**src/rtl/acl_match_defines.svh**
```systemverilog
// register map, field positions, reset values and protocol numbers of the entry matcher
// Operation
// next header don't-care ignores the field
// specific next header must equal stored byte
// ICMP/UDP/TCP restrict protocol, enable sub-criteria
// source don't-care excludes source address
// only low 32 source address bits compared
// masked frame address equals masked pattern
// hop zero setting needs hop limit zero
// hop non-zero needs above zero; any ignores
// specific ICMP type must equal stored value
// specific ICMP code must equal stored value
// hit only when all enabled criteria match
`ifndef ACL_MATCH_DEFINES_SVH
`define ACL_MATCH_DEFINES_SVH

// register byte offsets
`define OFS_CTRL 12'h000
`define OFS_NEXT_HDR 12'h004
`define OFS_SRC_PATTERN 12'h008
`define OFS_SRC_MASK 12'h00C
`define OFS_ICMP 12'h010
`define OFS_HIT_COUNT 12'h014
`define OFS_FRAME_COUNT 12'h018

// control register fields
`define CTRL_NH_LSB 0
`define CTRL_NH_MSB 2
`define CTRL_SRC_BIT 3
`define CTRL_HOP_LSB 4
`define CTRL_HOP_MSB 5
`define CTRL_TYPE_BIT 6
`define CTRL_CODE_BIT 7
`define CTRL_WIDTH 8

// icmp register fields
`define ICMP_TYPE_LSB 0
`define ICMP_CODE_LSB 8

// reset values
`define RST_CTRL 8'h00
`define RST_NEXT_HDR 8'h00
`define RST_SRC_PATTERN 32'h0000_0000
`define RST_SRC_MASK 32'hFFFF_FFFF
`define RST_ICMP_BYTE 8'h00

// protocol numbers carried in the next header field
`define PROTO_ICMPV6 8'h3A
`define PROTO_UDP 8'h11
`define PROTO_TCP 8'h06

// bus answers
`define RESP_OKAY 2'h0
`define RESP_SLVERR 2'h2

`endif

```
**src/rtl/acl_match_pkg.sv**
```systemverilog
// types shared by the entry matcher, the frame source model and the bench
package acl_match_pkg;

	// next header criterion
	typedef enum logic [2:0]
	{
		NH_ANY = 3'b000,
		NH_SPECIFIC = 3'b001,
		NH_ICMP = 3'b010,
		NH_UDP = 3'b011,
		NH_TCP = 3'b100
	} nh_mode_e;

	// hop limit criterion
	typedef enum logic [1:0]
	{
		HOP_ANY = 2'b00,
		HOP_ZERO = 2'b01,
		HOP_NONZERO = 2'b10
	} hop_mode_e;

	// parsed header fields of one frame
	typedef struct packed
	{
		logic [7:0] next_header;
		logic [31:0] src_addr_low;
		logic [7:0] hop_limit;
		logic [7:0] icmp_type;
		logic [7:0] icmp_code;
	} frame_fields_s;

endpackage : acl_match_pkg

```
**src/rtl/byte_criterion.sv**
```systemverilog
// one byte criterion: don't-care or exact value
`timescale 1ns/1ps
module byte_criterion
(
	input wire logic enable,
	input wire logic [7:0] stored,
	input wire logic [7:0] field,
	output logic ok
);

	// disabled criterion is always satisfied
	assign ok = !enable || (field == stored);

endmodule : byte_criterion

```
**src/rtl/ipv6_icmp_acl_entry_matcher.sv**
```systemverilog
// access control entry matcher for IPv6 and ICMP fields, AXI4-Lite register slave
//
// Implementation choices: the register offsets and the AXI4-Lite slave port.
`timescale 1ns/1ps
`include "acl_match_defines.svh"
module ipv6_icmp_acl_entry_matcher
(
	input wire logic sys_clk,
	input wire logic srst,
	input wire logic [11:0] s_axi_awaddr,
	input wire logic [2:0] s_axi_awprot,
	input wire logic s_axi_awvalid,
	output logic s_axi_awready,
	input wire logic [31:0] s_axi_wdata,
	input wire logic [3:0] s_axi_wstrb,
	input wire logic s_axi_wvalid,
	output logic s_axi_wready,
	output logic [1:0] s_axi_bresp,
	output logic s_axi_bvalid,
	input wire logic s_axi_bready,
	input wire logic [11:0] s_axi_araddr,
	input wire logic [2:0] s_axi_arprot,
	input wire logic s_axi_arvalid,
	output logic s_axi_arready,
	output logic [31:0] s_axi_rdata,
	output logic [1:0] s_axi_rresp,
	output logic s_axi_rvalid,
	input wire logic s_axi_rready,
	input wire logic frame_valid,
	input wire acl_match_pkg::frame_fields_s frame_fields,
	output logic hit_valid,
	output logic entry_hit
);
	import acl_match_pkg::*;

	// merge write data into a register under byte strobes
	function automatic logic [31:0] apply_strb(input logic [31:0] old_val, input logic [31:0] data,
		input logic [3:0] strb);
		logic [31:0] res;
		res = old_val;
		for (int i = 0; i < 4; i++)
		begin
			if (strb[i])
			begin
				res[i*8 +: 8] = data[i*8 +: 8];
			end
		end
		return res;
	endfunction : apply_strb

	// word-aligned offset of a byte address
	function automatic logic [11:0] word_ofs(input logic [11:0] addr);
		return {addr[11:2], 2'b00};
	endfunction : word_ofs

	// bus side state
	logic aw_held_reg;
	logic [11:0] awaddr_reg;
	logic w_held_reg;
	logic [31:0] wdata_reg;
	logic [3:0] wstrb_reg;
	logic bvalid_reg;
	logic [1:0] bresp_reg;
	logic rvalid_reg;
	logic [1:0] rresp_reg;
	logic [31:0] rdata_reg;
	logic [31:0] rdata_next;
	logic rd_hit_next;
	logic wr_fire;
	logic [11:0] wr_ofs;
	logic wr_mapped;
	logic [31:0] ctrl_merged;
	logic [31:0] next_hdr_merged;
	logic [31:0] icmp_merged;

	// entry configuration
	logic [`CTRL_WIDTH-1:0] ctrl_reg;
	logic [7:0] next_hdr_reg;
	logic [31:0] source_address_pattern_reg;
	logic [31:0] source_address_mask_reg;
	logic [7:0] icmp_type_reg;
	logic [7:0] icmp_code_reg;
	logic [31:0] hit_count_reg;
	logic [31:0] frame_count_reg;
	logic hit_valid_reg;
	logic entry_hit_reg;

	// decoded criteria
	nh_mode_e nh_mode;
	hop_mode_e hop_mode;
	logic src_specific;
	logic type_specific;
	logic code_specific;
	logic icmp_sel;
	logic nh_ok;
	logic nh_value_ok;
	logic src_ok;
	logic hop_ok;
	logic type_ok;
	logic code_ok;
	logic all_ok;

	// handshake outputs
	assign s_axi_awready = !aw_held_reg;
	assign s_axi_wready = !w_held_reg;
	assign s_axi_bvalid = bvalid_reg;
	assign s_axi_bresp = bresp_reg;
	assign s_axi_arready = !rvalid_reg;
	assign s_axi_rvalid = rvalid_reg;
	assign s_axi_rresp = rresp_reg;
	assign s_axi_rdata = rdata_reg;
	assign hit_valid = hit_valid_reg;
	assign entry_hit = entry_hit_reg;

	// write performed once address and data are both held and the answer slot is free
	assign wr_fire = aw_held_reg && w_held_reg && !bvalid_reg;
	assign wr_ofs = word_ofs(awaddr_reg);
	assign wr_mapped = (wr_ofs == `OFS_CTRL) || (wr_ofs == `OFS_NEXT_HDR) ||
		(wr_ofs == `OFS_SRC_PATTERN) || (wr_ofs == `OFS_SRC_MASK) || (wr_ofs == `OFS_ICMP);

	// write address capture
	always_ff @(posedge sys_clk)
	begin
		if (srst)
		begin
			aw_held_reg <= 1'b0;
			awaddr_reg <= 12'h000;
		end
		else if (s_axi_awvalid && s_axi_awready)
		begin
			aw_held_reg <= 1'b1;
			awaddr_reg <= s_axi_awaddr;
		end
		else if (wr_fire)
		begin
			aw_held_reg <= 1'b0;
		end
	end

	// write data capture
	always_ff @(posedge sys_clk)
	begin
		if (srst)
		begin
			w_held_reg <= 1'b0;
			wdata_reg <= 32'h0000_0000;
			wstrb_reg <= 4'h0;
		end
		else if (s_axi_wvalid && s_axi_wready)
		begin
			w_held_reg <= 1'b1;
			wdata_reg <= s_axi_wdata;
			wstrb_reg <= s_axi_wstrb;
		end
		else if (wr_fire)
		begin
			w_held_reg <= 1'b0;
		end
	end

	// write response
	always_ff @(posedge sys_clk)
	begin
		if (srst)
		begin
			bvalid_reg <= 1'b0;
			bresp_reg <= `RESP_OKAY;
		end
		else if (wr_fire)
		begin
			bvalid_reg <= 1'b1;
			bresp_reg <= wr_mapped ? `RESP_OKAY : `RESP_SLVERR;
		end
		else if (s_axi_bready)
		begin
			bvalid_reg <= 1'b0;
		end
	end

	// strobe-merged words of the narrow registers, cut down below
	assign ctrl_merged = apply_strb({24'h000000, ctrl_reg}, wdata_reg, wstrb_reg);
	assign next_hdr_merged = apply_strb({24'h000000, next_hdr_reg}, wdata_reg, wstrb_reg);
	assign icmp_merged = apply_strb({16'h0000, icmp_code_reg, icmp_type_reg}, wdata_reg, wstrb_reg);

	// configuration registers, byte-lane writes
	always_ff @(posedge sys_clk)
	begin
		if (srst)
		begin
			ctrl_reg <= `RST_CTRL;
			next_hdr_reg <= `RST_NEXT_HDR;
			source_address_pattern_reg <= `RST_SRC_PATTERN;
			source_address_mask_reg <= `RST_SRC_MASK;
			icmp_type_reg <= `RST_ICMP_BYTE;
			icmp_code_reg <= `RST_ICMP_BYTE;
		end
		else if (wr_fire)
		begin
			unique case (wr_ofs)
				`OFS_CTRL: ctrl_reg <= ctrl_merged[`CTRL_WIDTH-1:0];
				`OFS_NEXT_HDR: next_hdr_reg <= next_hdr_merged[7:0];
				`OFS_SRC_PATTERN: source_address_pattern_reg <= apply_strb(source_address_pattern_reg,
					wdata_reg, wstrb_reg);
				`OFS_SRC_MASK: source_address_mask_reg <= apply_strb(source_address_mask_reg,
					wdata_reg, wstrb_reg);
				`OFS_ICMP:
				begin
					icmp_type_reg <= icmp_merged[`ICMP_TYPE_LSB +: 8];
					icmp_code_reg <= icmp_merged[`ICMP_CODE_LSB +: 8];
				end
				default: ;
			endcase
		end
	end

	// read data selection
	always_comb
	begin
		rdata_next = 32'h0000_0000;
		rd_hit_next = 1'b1;
		unique case (word_ofs(s_axi_araddr))
			`OFS_CTRL: rdata_next = {24'h000000, ctrl_reg};
			`OFS_NEXT_HDR: rdata_next = {24'h000000, next_hdr_reg};
			`OFS_SRC_PATTERN: rdata_next = source_address_pattern_reg;
			`OFS_SRC_MASK: rdata_next = source_address_mask_reg;
			`OFS_ICMP: rdata_next = {16'h0000, icmp_code_reg, icmp_type_reg};
			`OFS_HIT_COUNT: rdata_next = hit_count_reg;
			`OFS_FRAME_COUNT: rdata_next = frame_count_reg;
			default: rd_hit_next = 1'b0;
		endcase
	end

	// read channel
	always_ff @(posedge sys_clk)
	begin
		if (srst)
		begin
			rvalid_reg <= 1'b0;
			rresp_reg <= `RESP_OKAY;
			rdata_reg <= 32'h0000_0000;
		end
		else if (s_axi_arvalid && s_axi_arready)
		begin
			rvalid_reg <= 1'b1;
			rresp_reg <= rd_hit_next ? `RESP_OKAY : `RESP_SLVERR;
			rdata_reg <= rdata_next;
		end
		else if (s_axi_rready)
		begin
			rvalid_reg <= 1'b0;
		end
	end

	// criterion decode from the control register
	assign nh_mode = nh_mode_e'(ctrl_reg[`CTRL_NH_MSB:`CTRL_NH_LSB]);
	assign hop_mode = hop_mode_e'(ctrl_reg[`CTRL_HOP_MSB:`CTRL_HOP_LSB]);
	assign src_specific = ctrl_reg[`CTRL_SRC_BIT];
	assign type_specific = ctrl_reg[`CTRL_TYPE_BIT];
	assign code_specific = ctrl_reg[`CTRL_CODE_BIT];
	assign icmp_sel = (nh_mode == NH_ICMP); // ICMP sub-criteria live only under ICMP

	// specific next header value compare
	byte_criterion u_nh_value
	(
		.enable(1'b1),
		.stored(next_hdr_reg),
		.field(frame_fields.next_header),
		.ok(nh_value_ok)
	);

	// next header criterion
	always_comb
	begin
		unique case (ctrl_reg[`CTRL_NH_MSB:`CTRL_NH_LSB])
			NH_ANY: nh_ok = 1'b1; // field ignored
			NH_SPECIFIC: nh_ok = nh_value_ok;
			NH_ICMP: nh_ok = (frame_fields.next_header == `PROTO_ICMPV6);
			NH_UDP: nh_ok = (frame_fields.next_header == `PROTO_UDP);
			NH_TCP: nh_ok = (frame_fields.next_header == `PROTO_TCP);
			default: nh_ok = 1'b0; // reserved codes never hit
		endcase
	end

	// source address criterion on the low word only
	source_address_filter u_src
	(
		.enable(src_specific),
		.source_address_pattern(source_address_pattern_reg),
		.source_address_mask(source_address_mask_reg),
		.frame_addr_low(frame_fields.src_addr_low),
		.ok(src_ok)
	);

	// hop limit criterion
	always_comb
	begin
		unique case (ctrl_reg[`CTRL_HOP_MSB:`CTRL_HOP_LSB])
			HOP_ZERO: hop_ok = (frame_fields.hop_limit == 8'h00);
			HOP_NONZERO: hop_ok = (frame_fields.hop_limit != 8'h00);
			default: hop_ok = 1'b1; // don't-care and reserved
		endcase
	end

	// icmp type and code criteria
	byte_criterion u_icmp_type
	(
		.enable(icmp_sel && type_specific),
		.stored(icmp_type_reg),
		.field(frame_fields.icmp_type),
		.ok(type_ok)
	);

	byte_criterion u_icmp_code
	(
		.enable(icmp_sel && code_specific),
		.stored(icmp_code_reg),
		.field(frame_fields.icmp_code),
		.ok(code_ok)
	);

	// every enabled criterion at once
	assign all_ok = nh_ok && src_ok && hop_ok && type_ok && code_ok;

	// registered hit result, one cycle after the frame
	always_ff @(posedge sys_clk)
	begin
		if (srst)
		begin
			hit_valid_reg <= 1'b0;
			entry_hit_reg <= 1'b0;
		end
		else
		begin
			hit_valid_reg <= frame_valid;
			entry_hit_reg <= frame_valid && all_ok;
		end
	end

	// hit and frame statistics
	always_ff @(posedge sys_clk)
	begin
		if (srst)
		begin
			hit_count_reg <= 32'h0000_0000;
			frame_count_reg <= 32'h0000_0000;
		end
		else if (frame_valid)
		begin
			frame_count_reg <= frame_count_reg + 32'h0000_0001;
			hit_count_reg <= hit_count_reg + {31'h00000000, all_ok};
		end
	end

	// next header don't-care always passes
	AST_NH_ANY_PASS: assert property (@(posedge sys_clk) disable iff (srst)
		(nh_mode == NH_ANY) |-> nh_ok)
		else $error("next header don't-care blocked a frame");

	// specific next header mismatch gives no hit
	AST_NH_SPECIFIC: assert property (@(posedge sys_clk) disable iff (srst)
		(frame_valid && nh_mode == NH_SPECIFIC && frame_fields.next_header != next_hdr_reg)
		|=> (hit_valid && !entry_hit))
		else $error("hit despite next header mismatch");

	// protocol selection restricts the next header to TCP, UDP or ICMPv6
	AST_PROTO_SELECT: assert property (@(posedge sys_clk) disable iff (srst)
		(frame_valid && ((nh_mode == NH_TCP && frame_fields.next_header != `PROTO_TCP) ||
		(nh_mode == NH_UDP && frame_fields.next_header != `PROTO_UDP) ||
		(nh_mode == NH_ICMP && frame_fields.next_header != `PROTO_ICMPV6)))
		|=> !entry_hit)
		else $error("protocol selection not honoured");

	// icmp sub-criteria stay out of the decision outside ICMP mode
	AST_SUB_GATED: assert property (@(posedge sys_clk) disable iff (srst)
		(frame_valid && !icmp_sel && nh_ok && src_ok && hop_ok) |=> entry_hit)
		else $error("icmp sub-criterion acted outside ICMP mode");

	// source don't-care ignores the address
	AST_SRC_ANY: assert property (@(posedge sys_clk) disable iff (srst)
		!src_specific |-> src_ok)
		else $error("source don't-care blocked a frame");

	// masked source mismatch gives no hit
	AST_SRC_MASKED: assert property (@(posedge sys_clk) disable iff (srst)
		(frame_valid && src_specific &&
		(((frame_fields.src_addr_low ^ source_address_pattern_reg) & source_address_mask_reg) != 32'h0000_0000))
		|=> !entry_hit)
		else $error("hit despite masked source mismatch");

	// hop zero setting rejects non-zero hop limits
	AST_HOP_ZERO: assert property (@(posedge sys_clk) disable iff (srst)
		(frame_valid && hop_mode == HOP_ZERO && frame_fields.hop_limit != 8'h00) |=> !entry_hit)
		else $error("hit with hop limit above zero");

	// hop non-zero setting rejects zero hop limit
	AST_HOP_NONZERO: assert property (@(posedge sys_clk) disable iff (srst)
		(frame_valid && hop_mode == HOP_NONZERO && frame_fields.hop_limit == 8'h00) |=> !entry_hit)
		else $error("hit with zero hop limit");

	// icmp type mismatch gives no hit
	AST_ICMP_TYPE: assert property (@(posedge sys_clk) disable iff (srst)
		(frame_valid && icmp_sel && type_specific && frame_fields.icmp_type != icmp_type_reg) |=> !entry_hit)
		else $error("hit despite icmp type mismatch");

	// icmp code mismatch gives no hit
	AST_ICMP_CODE: assert property (@(posedge sys_clk) disable iff (srst)
		(frame_valid && icmp_sel && code_specific && frame_fields.icmp_code != icmp_code_reg) |=> !entry_hit)
		else $error("hit despite icmp code mismatch");

	// a hit follows a frame with all criteria met, and is counted
	AST_HIT_ALL: assert property (@(posedge sys_clk) disable iff (srst)
		entry_hit |-> ($past(frame_valid) && $past(all_ok) && hit_valid &&
		hit_count_reg == $past(hit_count_reg) + 32'h0000_0001))
		else $error("hit without every criterion matching");

endmodule : ipv6_icmp_acl_entry_matcher

```
**src/rtl/source_address_filter.sv**
```systemverilog
// masked compare of the low source address word
`timescale 1ns/1ps
module source_address_filter
(
	input wire logic enable,
	input wire logic [31:0] source_address_pattern,
	input wire logic [31:0] source_address_mask,
	input wire logic [31:0] frame_addr_low,
	output logic ok
);

	// zero mask bits are don't-care
	assign ok = !enable ||
		((frame_addr_low & source_address_mask) == (source_address_pattern & source_address_mask));

endmodule : source_address_filter
```
**config.mk**
```make
export PLATFORM = sky130hd
export DESIGN_NAME = ipv6_icmp_acl_entry_matcher
export DESIGN_NICKNAME = d
export VERILOG_FILES = /design/src/rtl/acl_match_pkg.sv /design/src/rtl/byte_criterion.sv /design/src/rtl/ipv6_icmp_acl_entry_matcher.sv /design/src/rtl/source_address_filter.sv
export VERILOG_INCLUDE_DIRS = /design/src /design/src/rtl
export SDC_FILE = /design/constraint.sdc
export NUM_CORES = 1
export LEC_CHECK = 0
export BUFFER_PORTS_ARGS = -buffer_cell sky130_fd_sc_hd__buf_2
export CAP_MARGIN = 20
export CORE_MARGIN = 8
export CORE_UTILIZATION = 35
export CTS_CLUSTER_DIAMETER = 30
export CTS_CLUSTER_SIZE = 12
export DETAILED_ROUTE_END_ITERATION = 10
export PLACE_DENSITY = 0.64
export SLEW_MARGIN = 15
export SYNTH_ARGS = -nofsm -noshare
export SYNTH_HDL_FRONTEND = slang
export SYNTH_SLANG_ARGS = --single-unit
export TNS_END_PERCENT = 5
```
**constraint.sdc**
```tcl
create_clock -name sys_clk -period 3.6 [get_ports sys_clk]
set_input_delay 0.72 -clock sys_clk [delete_from_list [all_inputs] [get_ports sys_clk]]
set_output_delay 0.72 -clock sys_clk [all_outputs]
set_load 0.1 [all_outputs]
```
==> results.txt, run 1 <==
run status -> finished, final reports clean
die area -> 38700 sq um
Die Y-Extent -> 197 microns
# hold bufs at CTS -> 0
Post-CTS Resized -> 0
Warnings, synthesis -> 0
first-pass detailed-route iteration total -> 7
R2R depth -> 15
Relative slew margins -> 41.8%
Vias -> 10230
CTS tree -> done
clock sink total -> 246
pin count of the biggest net entering global routing -> 109
instance count on the critical path -> 15
Setup crit start kind -> flip-flop
port bufs -> 168
# IOs -> 181
Final HPWL DP -> 26.8 mm
internal power -> 6.34 mW
Yosys top cell area share -> 43.0%
Post-Syn Instances -> 1289
Clock Skews -> 33.8 ps
ant diodes -> 0
placement-stage worst setup slack -> -231 ps
clock share of power -> 60.5%
Area growth syn-to-layout -> 28.5%
Area contributors post-synth -> dfxtp_1 43%, mux2i_1 6.6%, nand2_1 5.8%
Placed Instances -> 1870
logic gate share of total power -> 5.1%
Crit path top cell by count -> buf_4
Avg WL per Cell -> 18.7 microns
Min-Delay Path Class -> in -> reg
clock latency on the worst-skew pair -> 570 ps
most numerous cell in the Yosys netlist -> dfxtp_1
Synth Area in Compound Gates -> 14.7%
final weighted congestion in routability-driven placement -> 0.864
# setup viols final -> 0
row count -> 66
CP required -> 4000 ps
setup bufs post-CTS -> 0
starting density of the core -> 35.4%
Final ANT Viol Nets -> 0
slowest cell delay on critical path -> 620 ps
Synth Area in XOR/XNOR -> 8.11%
DRC viols -> 0
final core utilization -> 45.4%
Post-synth EDFFs -> 0
fin area -> 14700 sq um
layout cells sized above 1 -> 21.7%
Post-Synth Simple-Gate Area -> 21.8%
Top FF cell, synth -> dfxtp_1
sequential fraction of the synthesis area -> 43.0%
hold path cells -> 2
WL final -> 36.6 mm
FFs w/ async S/R, synth -> 0%
antenna violations before repair -> 0
fin crit share -> 95.5%
fin. max-slew vios -> 0
mux cell area share after synthesis -> 7.84%
largest family of logic cells by synthesized area -> simple AND/OR/NAND/NOR gates
sw frac -> 22.7%
GRT Total Usage -> 18.1%
Seq pwr share -> 34.4%
chip width -> 197 microns
RSZ-0062 raised after global routing -> no
global-route wire length before repair -> 56.1 mm
grt ovf -> 0
post-layout min period -> 3440 ps
root buffer cell -> clkbuf_16
Max-Cap Viols -> 0
crit path kind -> reg -> reg
post-route setup slack -> 161 ps
Worst-Margin Slew -> 867 ps
DR vias/cell -> 5.22
clock tree buffer depth -> 3
synthesized area -> 11400 sq um
post-synth top area cell -> dfxtp_1
Worst setup EP type -> flip-flop
top fanout value on the critical path -> 7
CTS H-tree depth -> 2
CP delay by family, top -> simple AND/OR/NAND/NOR gates
CP arrival -> 3840 ps
pwr/cell area -> 558 nW/um^2
vias in the first global route -> 9998
Netlist cell types -> 68
Yosys reg bits -> 246
post-place instance area -> 12800 sq um
fin nets -> 1625
Final Hold Viols -> 0
Crit path buffers/inverters -> 3
most instantiated cells after synthesis -> 246 x dfxtp_1, 177 x nand2_1, 146 x nor2_1
worst vdd rail ir drop -> 0.000349 V
Core ar. -> 32400 sq um
Psw -> 1.86 mW
fin cells -> 1961
Synth Area in Adders -> 0.656%
DRT iter0 DRCs -> 835
Static Leak -> 5.79 nW
crit-path cells -> xor2_1, a22oi_1, buf_4, nand4_1, nor4_1, buf_4, nor2b_1, nor3_1, buf_4, ha_1, nand3_1, or4_1, nor3_1, xnor2_1, nor2_1
synthesized area per cell -> 8.88 sq um
fmax -> 291 MHz
TritonCTS Buffers -> 51
clk slew on worst S/H paths -> 50 ps
critical path's slowest cell -> or4_1
through the flow:
stage | power, mW | hold slack (ps) | TNS (ps)
after floorplan | 3.11 | 436 | 0
after global placement | 3.28 | 434 | -588
after detailed placement | 3.29 | 444 | -1240
after CTS | 8.27 | 337 | 0
after global routing | 8.44 | 364 | 0
final | 8.21 | 351 | 0
cells in the final DEF, fill, tap and decap left out, types with 45 or more instances in the layout:
master,netlist,final
a21oi_1,80,80
buf_2,16,167
buf_4,3,45
clkbuf_16,0,51
dfxtp_1,246,246
mux2i_1,75,75
nand2_1,177,177
nor2_1,146,146
nor2b_1,49,48
xnor2_1,45,45
xor2_1,61,61
final cells by class:
cell class,instances,area [sq um]
clock buffer,65,1420
clock inverter,26,443
fill,3180,17700
timing repair buffer,214,1200
multi-input combinational,949,6090
tap,442,553
inverter,19,71.3
sequential,246,4920
power groups by stage:
stage	clock network (mW)	registers (mW)	logic [mW]
floorplan	0	2.88	0.230
global placement	0	2.87	0.412
detailed placement	0	2.87	0.417
CTS	5.03	2.82	0.418
global route	5.16	2.83	0.453
finish	4.96	2.82	0.418
worst paths after layout:
path	start	slack [ps]	endpoint
setup / recovery	source_address_pattern_reg[27]	160	hit_count_reg[29]
setup reg to reg	source_address_pattern_reg[27]	160	hit_count_reg[29]
hold reg to reg	s_axi_rdata[20]	450	s_axi_rdata[20]
hold / removal	s_axi_rready	350	s_axi_rvalid
cells by family after synthesis:
family                     after synthesis
other                                    1
and+or+nand+nor                        505
AOI/OAI and AO/OA                      246
buffers and inverters                   95
DFF                                    246
xor gates and xnor gates               106
muxes                                   84
adders and majority gates                6
layer usage:
layer / vias to the layer above / GRT usage [%] / part of all wire [%]
li1: 4917 / - / -
met1: 4852 / 24.7 / 45
met2: 388 / 27.6 / 43
met3: 73 / 4.47 / 8.3
met4: 0 / 6.35 / 3.1
met5: - / 0 / 0
worst reg2reg max path: stages, from the launching register on:
cell     delay [ps]
dfxtp_1         330
xor2_1          170
a22oi_1         280
buf_4           180
nand4_1         100
nor4_1          360
buf_4           180
nor2b_1          50
nor3_1          170
buf_4           170
ha_1            160
nand3_1          80
or4_1           620
nor3_1          240
xnor2_1         140
nor2_1           50
(Power assumes the default switching activity.)
==> run 2: changes to the inputs <==
- RECOVER_POWER: unset -> 100
==> results.txt, run 2 (synthesis results as in run 1) <==
run status -> finished with violations
failing checks -> max-capacitance violations, max-slew violations
row count -> 66 (unchanged)
Final ANT Viol Nets -> 0 (unchanged)
post-route setup slack -> 163 ps (+2.39 ps)
port bufs -> 168 (unchanged)
Filler cells -> 3237 (+1.8%)
grt ovf -> 0 (unchanged)
Static Leak -> 5.38 nW (-7.1%)
CTS tree -> done
clock tree buffer depth -> 3 (unchanged)
Max-Cap Viols -> 3 (+3)
fin nets -> 1625 (unchanged)
Setup crit start kind -> flip-flop
Psw -> 1.86 mW (-0.32%)
layout cells sized above 1 -> 17.2% (-4.5 points)
# setup viols final -> 0 (unchanged)
DRT iter0 DRCs -> 944 (+13%)
fin. max-slew vios -> 107 (+107)
CTS H-tree depth -> 2 (unchanged)
Setup crit start -> source_address_pattern_reg[25]
setup bufs post-CTS -> 0 (unchanged)
Area growth syn-to-layout -> 26.3%
Final Hold Viols -> 0 (unchanged)
clock share of power -> 60.5% (about the same)
Vias -> 10187 (-0.42%)
most frequent cells in the layout -> 246 x dfxtp_1, 177 x nand2_1, 150 x nor2_1
WL final -> 36.6 mm (about the same)
internal power -> 6.34 mW (about the same)
# IOs -> 181 (unchanged)
chip width -> 197 microns (unchanged)
ant diodes -> 0 (unchanged)
final weighted congestion in routability-driven placement -> 0.864 (unchanged)
starting density of the core -> 35.4% (unchanged)
logic gate share of total power -> 5.0% (about the same)
Worst Hold Launch -> s_axi_rready
Core ar. -> 32400 sq um (unchanged)
antenna violations before repair -> 0 (unchanged)
Min-Delay Path Class -> in -> reg
Clock Skews -> 33.9 ps (+0.100 ps)
Worst-Margin Slew -> 1840 ps (+971 ps)
fin crit share -> 95.5% (about the same)
first-pass detailed-route iteration total -> 9 (+2)
GRT Total Usage -> 18.1% (unchanged)
clock sink total -> 246 (unchanged)
commonest non-fill, non-tap cell in the layout -> dfxtp_1
post-layout min period -> 3440 ps (-2.39 ps)
root buffer cell -> clkbuf_16
fin area -> 14500 sq um (-1.8%)
Post-CTS Resized -> 0 (unchanged)
DRC viols -> 0 (unchanged)
DR vias/cell -> 5.19 (-0.42%)
clk slew on worst S/H paths -> 50 ps (about the same)
vias in the first global route -> 9998 (unchanged)
Die Y-Extent -> 197 microns (unchanged)
worst vdd rail ir drop -> 0.000349 V (+0.21%)
CP required -> 4070 ps (+70 ps)
final hold slack -> 352 ps (+0.887 ps)
global-route wire length before repair -> 56.1 mm (unchanged)
# hold bufs at CTS -> 0 (unchanged)
total power -> 8.20 mW (-0.13%)
clock latency on the worst-skew pair -> 570 ps (about the same)
Seq pwr share -> 34.5% (about the same)
worst r2r src -> source_address_pattern_reg[25]
critical path's slowest cell -> or4_1
TritonCTS Buffers -> 51 (unchanged)
pin count of the biggest net entering global routing -> 109 (unchanged)
Avg WL per Cell -> 18.7 microns (about the same)
RSZ-0062 raised after global routing -> no
pwr/cell area -> 567 nW/um^2 (+1.6%)
CP arrival -> 3900 ps (+60 ps)
fmax -> 291 MHz (about the same)
Worst setup EP type -> flip-flop
Final HPWL DP -> 26.8 mm (unchanged)
top fanout value on the critical path -> 7 (unchanged)
crit-path cells -> xor2_1, a22oi_1, nand4_1, nor4_1, buf_4, nor2b_1, nor3_1, buf_4, ha_1, nand3_1, or4_1, or3_1, a21oi_1
slowest cell delay on critical path -> 610 ps (about the same)
Relative slew margins -> -22.5% (-64 points)
setup TNS -> 0 ps (unchanged)
die area -> 38700 sq um (unchanged)
sw frac -> 22.7% (-0.042 points)
Crit path top cell by count -> buf_4
post-place instance area -> 12800 sq um (unchanged)
placement-stage worst setup slack -> -231 ps (unchanged)
crit path kind -> reg -> reg
-- run 2: worst paths after layout --
check                            to  slack (ps)  depth (start not counted)
setup reg to reg  hit_count_reg[26]         160                         13
hold reg to reg     s_axi_rdata[31]         450                          2
hold / removal         s_axi_rvalid         350                          2
setup / recovery  hit_count_reg[26]         160                         13
-- run 2: layout make-up --
class                           count  area (sq um)  area share (%)
Clock inverter                     26           443            3.06
Clock buffer                       65          1420            9.82
Multi-Input combinational cell    949          5940            41.1
Tap cell                          442           553            3.83
Timing Repair Buffer              214          1100            7.59
Inverter                           19          71.3           0.493
Sequential cell                   246          4920            34.1
-- run 2: worst max-delay path, delay by kind of cell (launching register included) --
kind / cells / cell delay (ps)
flip-flops: 1 / 330
AO/OA/AOI/OAI: 2 / 420
AND/OR/NAND/NOR: 7 / 1910
adder cells (fa/ha/maj): 1 / 160
XOR/XNOR: 1 / 170
buffers and inverters: 2 / 350
-- run 2: routing by layer --
layer / up-vias / wire length (microns) / GRT usage (%)
met4: 0 / 1110 / 6.35
li1: 4918 / - / -
met1: 4814 / 16600 / 24.7
met5: - / 0 / 0
met3: 72 / 3060 / 4.47
met2: 383 / 15900 / 27.6
-- run 2: power by group through the flow --
stage / clock network (mW) / registers [mW] / logic (mW)
4_1_cts: 5.03 / 2.82 / 0.418
6_report: 4.96 / 2.82 / 0.409
3_3_place_gp: 0 / 2.87 / 0.412
3_5_place_dp: 0 / 2.87 / 0.417
2_1_floorplan: 0 / 2.88 / 0.230
5_1_grt: 5.16 / 2.82 / 0.445
-- run 2: through the flow --
step | utilization (%) | instances
2_1_floorplan | - | 1290
3_3_place_gp | 39.7 | 1870
3_5_place_dp | 39.7 | 1870
4_1_cts | 45.4 | 1961
5_1_grt | 44.6 | 1961
6_report | 44.6 | 1961
